$ cat config.mk
export PLATFORM = sky130hd
export DESIGN_NAME = sfd_discovery
export DESIGN_NICKNAME = d
export VERILOG_FILES = /design/src/sfd_pkg.sv /design/src/sfd_discovery.sv
export VERILOG_INCLUDE_DIRS = /design/src /design/src/src
export SDC_FILE = /design/constraint.sdc
export NUM_CORES = 1
export LEC_CHECK = 0
export BUFFER_PORTS_ARGS = -buffer_cell sky130_fd_sc_hd__clkbuf_2
export CAP_MARGIN = 20
export CORE_MARGIN = 2
export CORE_UTILIZATION = 46
export DETAILED_ROUTE_END_ITERATION = 12
export PLACE_DENSITY_LB_ADDON = 0.08
export REMOVE_ABC_BUFFERS = 1
export SETUP_SLACK_MARGIN = 0.4
export SKIP_LAST_GASP = 1
export SLEW_MARGIN = 30
export SYNTH_ARGS = -nofsm -noshare
export SYNTH_HDL_FRONTEND = slang
export SYNTH_SLANG_ARGS = --single-unit
$ cat constraint.sdc
create_clock -name mclk_i -period 0.9 [get_ports mclk_i]
set_clock_uncertainty 0.15 [all_clocks]
set_input_delay 0.18 -clock mclk_i [delete_from_list [all_inputs] [get_ports mclk_i]]
set_output_delay 0.18 -clock mclk_i [all_outputs]
set_load 0.1 [all_outputs]
$ cat src/sfd_consts.svh
// sfd_consts.svh: offsets, field positions, reset values and table bytes for sector-map discovery
//
// Behaviour
// - The map index is the uniform/hybrid bit, then the split bit, then the top/bottom bit, MSb first.
// - Select bit 0 gives a hybrid map with 4KB parameter sectors; 1 gives the uniform map, index 04h (the code gives no valid map for 03h and 05h-07h).
// - In hybrid mode, top/bottom 0 puts the 4KB sectors low and 1 puts them high.
// - In hybrid mode, split 0 keeps the 4KB sectors together and 1 splits them bottom and top.
// - Index 00h is hybrid with 4KB sectors at the bottom and the rest 256KB.
// - Index 01h is hybrid with 4KB sectors at the top and the rest 256KB.
// - Index 02h is hybrid with 4KB sectors split top and bottom and the rest 256KB.
// - Detect descriptor 1 gives instruction 65h at 00800004h with mask 0000_1000b (bit 3).
// - Detect descriptor 2 uses mask 0100_0000b, isolating bit 6 as the split indicator.
// - Descriptors encode address length 11b and latency 1111b, both variable.
// - A descriptor that is not the last reports bit 1 as 0 and bit 0 as 0.
// - The second octal DDR command sequence is 5 bytes: 71h, 80h, 00h, 06h, then 43h.
// - Detect descriptor 2 gives register address 00800002h for the split bit.
// - Detect descriptor 3 uses mask 0000_0100b (bit 2) and marks itself as the last.
`ifndef SFD_CONSTS_SVH
`define SFD_CONSTS_SVH

// register addresses on the plain port
`define SFD_ADDR_CFG_ONE     32'h0080_0002
`define SFD_ADDR_CFG_THREE   32'h0080_0004
`define SFD_ADDR_TABLE_FIRST 32'h0000_01e4
`define SFD_ADDR_TABLE_LAST  32'h0000_0203

// field positions inside the volatile configuration registers
`define SFD_BIT_UNIFORM      3
`define SFD_BIT_SPLIT        6
`define SFD_BIT_TOP          2

// reset values of the volatile configuration registers
`define SFD_RST_CFG_ONE      8'h00
`define SFD_RST_CFG_THREE    8'h00

// detection descriptor fields
`define SFD_DET_INSTR        8'h65
`define SFD_DET_ADDR_LEN     2'h3
`define SFD_DET_RFU_HI       2'h3
`define SFD_DET_LATENCY      4'hf
`define SFD_DET_RFU_LO       6'h3f
`define SFD_DET_CMD_DESC     1'h0
`define SFD_MASK_UNIFORM     8'h08
`define SFD_MASK_SPLIT       8'h40
`define SFD_MASK_TOP         8'h04

// second octal DDR command sequence
`define SFD_SEQ2_LEN         8'h05
`define SFD_SEQ2_B1          8'h71
`define SFD_SEQ2_B2          8'h80
`define SFD_SEQ2_B3          8'h00
`define SFD_SEQ2_B4          8'h06
`define SFD_SEQ2_B5          8'h43
`define SFD_SEQ2_PAD         8'h00

// supported map indexes
`define SFD_IDX_BOTTOM       3'h0
`define SFD_IDX_TOP          3'h1
`define SFD_IDX_SPLIT        3'h2
`define SFD_IDX_UNIFORM      3'h4

// read data for an unmapped address
`define SFD_RD_UNMAPPED      8'h00

`endif

$ cat src/sfd_pkg.sv
// sfd_pkg.sv: types shared by the sector-map discovery block
package sfd_pkg;

  typedef struct packed {
    logic [31:0] addr;
    logic [7:0]  wdata;
    logic        wr;
    logic        rd;
  } sfd_req_t;

  typedef struct packed {
    logic [2:0] index;
    logic       uniform;
    logic       param_top;
    logic       param_split;
    logic       param_bottom;
    logic       valid;
  } sfd_map_t;

endpackage : sfd_pkg

$ cat src/sfd_discovery.sv
// sfd_discovery.sv: volatile config bits, sector-map index and discovery table read port
//
// Added by the designer: strobed register access and the address map.
`timescale 1ns/1ps
`default_nettype none
`include "sfd_consts.svh"

module sfd_discovery
  import sfd_pkg::*;
(
  input  wire logic        mclk_i,
  input  wire logic        rst_i,
  input  wire logic [31:0] addr_i,
  input  wire logic [7:0]  wdata_i,
  input  wire logic        wr_i,
  input  wire logic        rd_i,
  output var  logic [7:0]  rdata_o,
  output var  sfd_map_t    map_o
);

  // ****************************************************************
  // descriptor builders
  // ****************************************************************
  // variable address length and latency
  function automatic logic [31:0] det_word(input logic [7:0] mask, input logic last);
    det_word = {mask, `SFD_DET_ADDR_LEN, `SFD_DET_RFU_HI, `SFD_DET_LATENCY,
                `SFD_DET_INSTR, `SFD_DET_RFU_LO, `SFD_DET_CMD_DESC, last};
  endfunction : det_word

  // table as dwords, lowest byte address in the low byte
  localparam int NWORDS = 8;
  logic [31:0] table_w [NWORDS];
  always_comb begin
    table_w[0] = {`SFD_SEQ2_LEN, `SFD_SEQ2_B1, `SFD_SEQ2_B2, `SFD_SEQ2_B3};
    table_w[1] = {`SFD_SEQ2_B4, `SFD_SEQ2_B5, `SFD_SEQ2_PAD, `SFD_SEQ2_PAD};
    table_w[2] = det_word(`SFD_MASK_UNIFORM, 1'b0);
    table_w[3] = `SFD_ADDR_CFG_THREE;
    table_w[4] = det_word(`SFD_MASK_SPLIT, 1'b0);
    table_w[5] = `SFD_ADDR_CFG_ONE;
    table_w[6] = det_word(`SFD_MASK_TOP, 1'b1);
    table_w[7] = `SFD_ADDR_CFG_ONE;
  end

  // ****************************************************************
  // volatile configuration registers
  // ****************************************************************
  logic [7:0] cfg_one_reg;
  logic [7:0] cfg_three_reg;

  always_ff @(posedge mclk_i or posedge rst_i) begin
    if (rst_i) begin
      cfg_one_reg <= `SFD_RST_CFG_ONE;
    end else if (wr_i && addr_i == `SFD_ADDR_CFG_ONE) begin
      cfg_one_reg <= wdata_i;
    end
  end

  always_ff @(posedge mclk_i or posedge rst_i) begin
    if (rst_i) begin
      cfg_three_reg <= `SFD_RST_CFG_THREE;
    end else if (wr_i && addr_i == `SFD_ADDR_CFG_THREE) begin
      cfg_three_reg <= wdata_i;
    end
  end

  // ****************************************************************
  // read port: data in the cycle after the strobe only
  // ****************************************************************
  logic [7:0]  rdata_next;
  logic [31:0] toff;
  logic [31:0] tword;
  always_comb begin
    toff       = addr_i - `SFD_ADDR_TABLE_FIRST;
    tword      = table_w[toff[4:2]];
    rdata_next = `SFD_RD_UNMAPPED;
    if (rd_i) begin
      if (addr_i == `SFD_ADDR_CFG_ONE) begin
        rdata_next = cfg_one_reg;
      end else if (addr_i == `SFD_ADDR_CFG_THREE) begin
        rdata_next = cfg_three_reg;
      end else if (addr_i >= `SFD_ADDR_TABLE_FIRST && addr_i <= `SFD_ADDR_TABLE_LAST) begin
        rdata_next = tword[toff[1:0]*8 +: 8];
      end
    end
  end

  always_ff @(posedge mclk_i or posedge rst_i) begin
    if (rst_i) begin
      rdata_o <= `SFD_RD_UNMAPPED;
    end else begin
      rdata_o <= rdata_next;
    end
  end

  // ****************************************************************
  // sector map selection
  // ****************************************************************
  sfd_map_t map_next;
  always_comb begin
    map_next.index = {cfg_three_reg[`SFD_BIT_UNIFORM], cfg_one_reg[`SFD_BIT_SPLIT],
                      cfg_one_reg[`SFD_BIT_TOP]};
    map_next.uniform      = map_next.index == `SFD_IDX_UNIFORM;
    map_next.param_top    = map_next.index == `SFD_IDX_TOP;
    map_next.param_bottom = map_next.index == `SFD_IDX_BOTTOM;
    map_next.param_split  = map_next.index == `SFD_IDX_SPLIT;
    map_next.valid = map_next.uniform | map_next.param_top | map_next.param_bottom
                   | map_next.param_split;
  end

  always_ff @(posedge mclk_i or posedge rst_i) begin
    if (rst_i) begin
      map_o <= '0;
    end else begin
      map_o <= map_next;
    end
  end

endmodule : sfd_discovery
`default_nettype wire

[Word level (Yosys, flattened, before mapping)]
Memories as Yosys holds them, arrays and structs flattened.
Index checks and enable logic that the tools add are counted.
Cells by class
  reductions and logical operators: 4
  equal/unequal tests: 5
  add/sub/neg operators: 1
  order comparisons: 3
  multiplexer cells: 6
  bitwise gates (word level): 4
  shifts and indexed selects: 1
Operators by type and width (number)
  equality test 32 x 24 -> 1 bit, second input constant: 2
  2-to-1 mux 32 bit: 2
  >= comparator 32 x 9 -> 1 bit, second input constant: 1
  less-or-equal comparator 32 x 10 -> 1 bit, second input constant: 1
  2-to-1 mux 8 bit: 4
  variable part select 32 x 6 -> 8 bit: 1
  subtractor 5 x 3 -> 5 bit, second input constant: 1
  >= comparator 4 bit, second input constant: 1
  inverter 3 -> 4 bit: 1
  equality test 3 x 1 -> 1 bit, second input constant: 1
  equality test 3 x 2 -> 1 bit, second input constant: 1
  equality test 3 bit, second input constant: 1
  logical AND 1 bit: 3
  zero test 3 bit: 1
  bitwise OR 1 bit: 3
Storage, ports and cells
  memories: 1
  bits of input ports: 44
  register bits after elaboration: 32
  output and inout port bits: 16
  memory bits (read-only): 256
  word-level logic and storage cells: 34
Memory list
  (no name shown): depth 8, width 32, read ports 1, clocked after Yosys merged registers in 0, wr ports 0, line sfd_discovery.sv:74  | tword = table_w[toff[4:2]];

[Logic depth before layout (Yosys ltp)]
  depth after elaboration: 10
  gate-level depth with buffers: 8
  gate-level depth less buffers: 7

[Worst setup path before layout]
Ideal clock, no wire load.
  path type: in2reg
  start: input addr_i[3]
  end: register rdata_o[2]
  setup time: 0.082 ns
  setup slack: -1.012 ns
  cell stages on the path: 7
  required time: 0.668 ns
  arrival: 1.680 ns
  path buffers: 0
  cells stage by stage: inv_1 > ha_1 > nor3b_4 > o311ai_2 > a2111oi_4 > o21ai_1 > a31oi_1
On the way
  word-level cells in the longest chain between the ends: 10
  elaborated cells on any way between the ends: 15
  classes of those cells: 1 x add/sub; 2 x order compare; 2 x eq/ne; 1 x shift; 6 x mux; 1 x bitwise; 1 x reduce/logical; 1 x memory
RTL lines
  start: declaration: line sfd_discovery.sv:13  | input wire logic [31:0] addr_i,
  subtractor 5 x 3 -> 5 bit (no line)
  inverter 3 -> 4 bit (implied by the code): line sfd_discovery.sv:74
  memory read (8 x 32 bit)
  2-to-1 mux 32 bit (implied by the code) (2 in series): line sfd_discovery.sv:74
  variable part select 32 x 6 -> 8 bit: line sfd_discovery.sv:82  | rdata_next = tword[toff[1:0]*8 +: 8];
  2-to-1 mux 8 bit: line sfd_discovery.sv:81  | end else if (addr_i >= `SFD_ADDR_TABLE_FIRST && addr_i <= `SFD_ADDR_TABLE_LAST) begin
  2-to-1 mux 8 bit: line sfd_discovery.sv:79  | end else if (addr_i == `SFD_ADDR_CFG_THREE) begin
  2-to-1 mux 8 bit (*): line sfd_discovery.sv:77  | if (addr_i == `SFD_ADDR_CFG_ONE) begin
  2-to-1 mux 8 bit (*): line sfd_discovery.sv:76  | if (rd_i) begin
  named net rdata_next[2]: line sfd_discovery.sv:69  | logic [7:0] rdata_next;
  end signal: assignment: line sfd_discovery.sv:89  | rdata_o <= `SFD_RD_UNMAPPED;
  end signal: assignment: line sfd_discovery.sv:91  | rdata_o <= rdata_next;
  end: declaration: line sfd_discovery.sv:17  | output var logic [7:0] rdata_o,
The timed path passes the listed nets; every way through them passes the cells marked *. The select of a mux whose other input is x is not followed.
A chain may end at the register's enable or synchronous reset.

[Worst setup path in the final report]
  start: input addr_i[3]
  end: register rdata_o[1]
Same word-level chain as after synthesis.

==> metrics.md <==
| Metric | Value |
|---|---|
| H-tree lvl count | `2` |
| Pre-Repair DR Iteration Count | `4` |
| Final nets | `341` |
| Number of global-route vias before repair | `1888` |
| Metal-1 WL | `2410 µm` |
| I/O Buffers | `59` |
| Clk root buf | `clkbuf_8` |
| Final wirelength | `5880 µm` |
| Max incr delay on CP | `390 ps` |
| Outcome | `finished with violations` |
| Fin. Hold Viols | `44` |
| DRC viols | `0` |
| Cells after Synth | `183` |
| Measured slew at the worst slew-check pin | `296 ps` |
| Ys flop type | `dfrtp_1` |
| CP Capture Type | `flip-flop` |
| Worst Hold Class | `primary input to async pin` |
| CTS tree | `built` |
| WL/cell | `17.2 µm` |
| Num CTS Buffers | `5` |
| Slew HR | `79.9%` |
| Count of unique library cells instantiated by Yosys | `48` |
| # IOs | `60` |
| Clock Latency Late Sink | `290 ps` |
| Inserted Diodes | `0` |
| Pwr per Cell Area | `981 mW/mm²` |
| Fin Setup TNS | `-20580 ps` |
| Maxcap violations | `0` |
| Chip Width | `67.8 µm` |
| Pwr Total | `3.23 mW` |
| Clock slew at reported path FFs | `60 ps` |
| DP Wirelength | `3680 µm` |
| RSZ-0062 raised after global routing | `yes` |
| Syn_area_per_cell | `10.2 µm²` |
| R2R cell count | `3` |
| Final setup vio count | `45` |
| Slowest CP cell | `a2111oi_4` |
| Crit path DAT | `1660 ps` |
| Largest net degree at the start of global routing | `33` |
| Syn-to-layout area delta | `75.8%` |
| DR WL met2 | `3000 µm` |
| Failing checks | `negative hold slack, negative setup slack` |
| Routed length on met3 | `334 µm` |
| Synth Warn # | `0` |
| 1st-iter DRT viols | `136` |
| Synthesized area | `0.00187 mm²` |
| Core area | `0.00397 mm²` |
| Die Area | `0.00460 mm²` |
| Worst setup margin | `-686 ps` |
| Proportion of synthesized flip-flops having asynchronous set or reset | `100%` |
| Initial Util | `47.2%` |
| Post-synthesis sequential area ratio | `42.7%` |
| First-pass GRT wire length | `8960 µm` |
| Period utilization | `176%` |
| Grt total ovfl | `0` |
| Vias | `1932` |
| Antenna violations before repair | `0` |
| Layout cells sized above 1 | `61.1%` |
| Die Y | `67.8 µm` |
| ANT nets after route | `0` |
| Post-layout min period | `1590 ps` |
| Worst Hold Slack | `-257 ps` |
| P_leak | `1.55 nW` |
| Register bit count reported by yosys | `32` |
| CP max FO | `6` |
| Clock sinks | `32` |
| Startpoint Class | `primary input` |
| Reg-to-reg slack, setup | `-130 ps` |
| Max rail drop VDD | `0.000965 V` |
| Gr usage total | `27.0%` |
| Final GP Congestion | `0.937` |
| Number of synthesized flops with an enable pin | `0` |
| Vias per Instance | `5.63` |
| Crit-path cells | `buf_8 > inv_8 > ha_4 > nor3b_4 > o311ai_4 > a2111oi_4 > buf_6 > o21ai_4 > a21oi_2` |
| Highest routing layer actually used | `met4` |
| WP data required | `970 ps` |
| Slew Limit Fails | `0` |
| Critical Setup Path Class | `primary input to flip-flop` |
| Maximum clock rate | `631 MHz` |
| CTS max path bufs | `2` |
| Row count | `23` |
-- metrics by stage --
step / cells / worst slack (ps) / util, % / cell area [µm²]
detailed placement: 322 / -1120 / 69.4 / 2760
finish: 343 / -686 / 83.0 / 3300
CTS: 338 / -694 / 79.3 / 3150
global route: 343 / -766 / 83.0 / 3300
floorplan: 173 / -1010 / - / 1820
global placement: 322 / -1130 / 69.4 / 2760
-- layout make-up --
cell class,count,area [µm²]
timing repair buffer,112,1040
inverter,6,42.5
clock buffer,6,82.6
fill,226,676
sequential,32,805
multi-input combinational,135,1260
clock inverter,2,10.0
tap,50,62.6
-- final timing paths --
check	start	endpoint
setup reg to reg	cfg_three_reg[4]$_DFFE_PP0P_	rdata_o[4]$_DFF_PP0_
max in group asynchronous	rst_i	cfg_three_reg[3]$_DFFE_PP0P_
hold / removal	rst_i	cfg_three_reg[5]$_DFFE_PP0P_
setup / recovery	addr_i[3]	rdata_o[1]$_DFF_PP0_
hold reg to reg	cfg_one_reg[7]$_DFFE_PP0P_	cfg_one_reg[7]$_DFFE_PP0P_
min in group mclk_i	wdata_i[1]	cfg_three_reg[1]$_DFFE_PP0P_
-- cells in the mapped netlist (2+ instances only) --
master	instances	area, µm²
o21ai_0	10	50.1
o211ai_1	2	15.0
buf_2	4	20.0
inv_1	6	22.5
o311a_1	2	20.0
nor3b_1	3	22.5
mux2_2	17	191
a31oi_1	2	12.5
nand3_1	6	30.0
a21o_1	5	37.5
nor2b_1	2	12.5
dfrtp_1	32	801
nand4_1	4	25.0
nand2_1	6	22.5
nor4_1	3	18.8
a22oi_1	2	15.0
nor3_1	7	35.0
o21ai_1	5	25.0
ha_1	5	62.6
o21bai_1	2	15.0
clkbuf_1	3	11.3
a21oi_1	9	45.0
a211oi_1	3	22.5
and3_1	4	25.0
and4_1	4	35.0
nor2_1	13	48.8
-- cells in the final DEF, fill, tap and decap left out, drive strengths merged, types with 2 or more instances in the layout --
master,n
a21o,5
a21oi,9
o211ai,2
o311a,2
and3,4
and4,4
dfrtp,32
nor2,13
o21ai,15
clkinv,3
ha,5
nand2,6
nand4,5
a211oi,3
buf,70
a22oi,2
nand3,6
nor4,3
clkbuf,48
nor2b,2
nor3,7
inv,5
a31oi,2
mux2,17
nor3b,4
o21bai,2
-- power by group --
| group | switching, mW | leakage [nW] | internal, mW |
|---|---|---|---|
| clock network | 0.535 | 0.0510 | 0.609 |
| registers | 0.0000000111 | 0.432 | 1.44 |
| logic | 0.331 | 1.07 | 0.319 |
-- metal layers --
layer / GRT usage, % / vias up
met5: 0 / -
li1: - / 905
met1: 34.5 / 945
met3: 6.91 / 16
met2: 43.8 / 66
met4: 11.0 / 0
-- cell families (layout without fill, tap and decap cells) --
family	count (synthesis)	count (layout)	share of synthesized area, %
compound gates	53	53	20.2
xor+xnor	2	2	1.34
fa+ha+maj	6	6	3.87
buf+inv	16	126	4.07
flops	32	32	42.7
mux	18	18	10.7
simple gates	56	56	17.1
-- worst max-delay path, delay by kind of cell --
kind                     cells  cell delay [ps]
buffers and inverters        3              350
AO/OA/AOI/OAI                4              770
AND/OR/NAND/NOR              1              230
adder cells (fa/ha/maj)      1              120
-- what timing repair did --
item,4_1_cts,5_1_grt
setup endpoints to repair,48,48
hold endpoints to repair,44,41
resized for setup,52,27
setup buffers,8,5
pin swaps,17,15
Note: power is estimated with default switching activity, not from simulation.
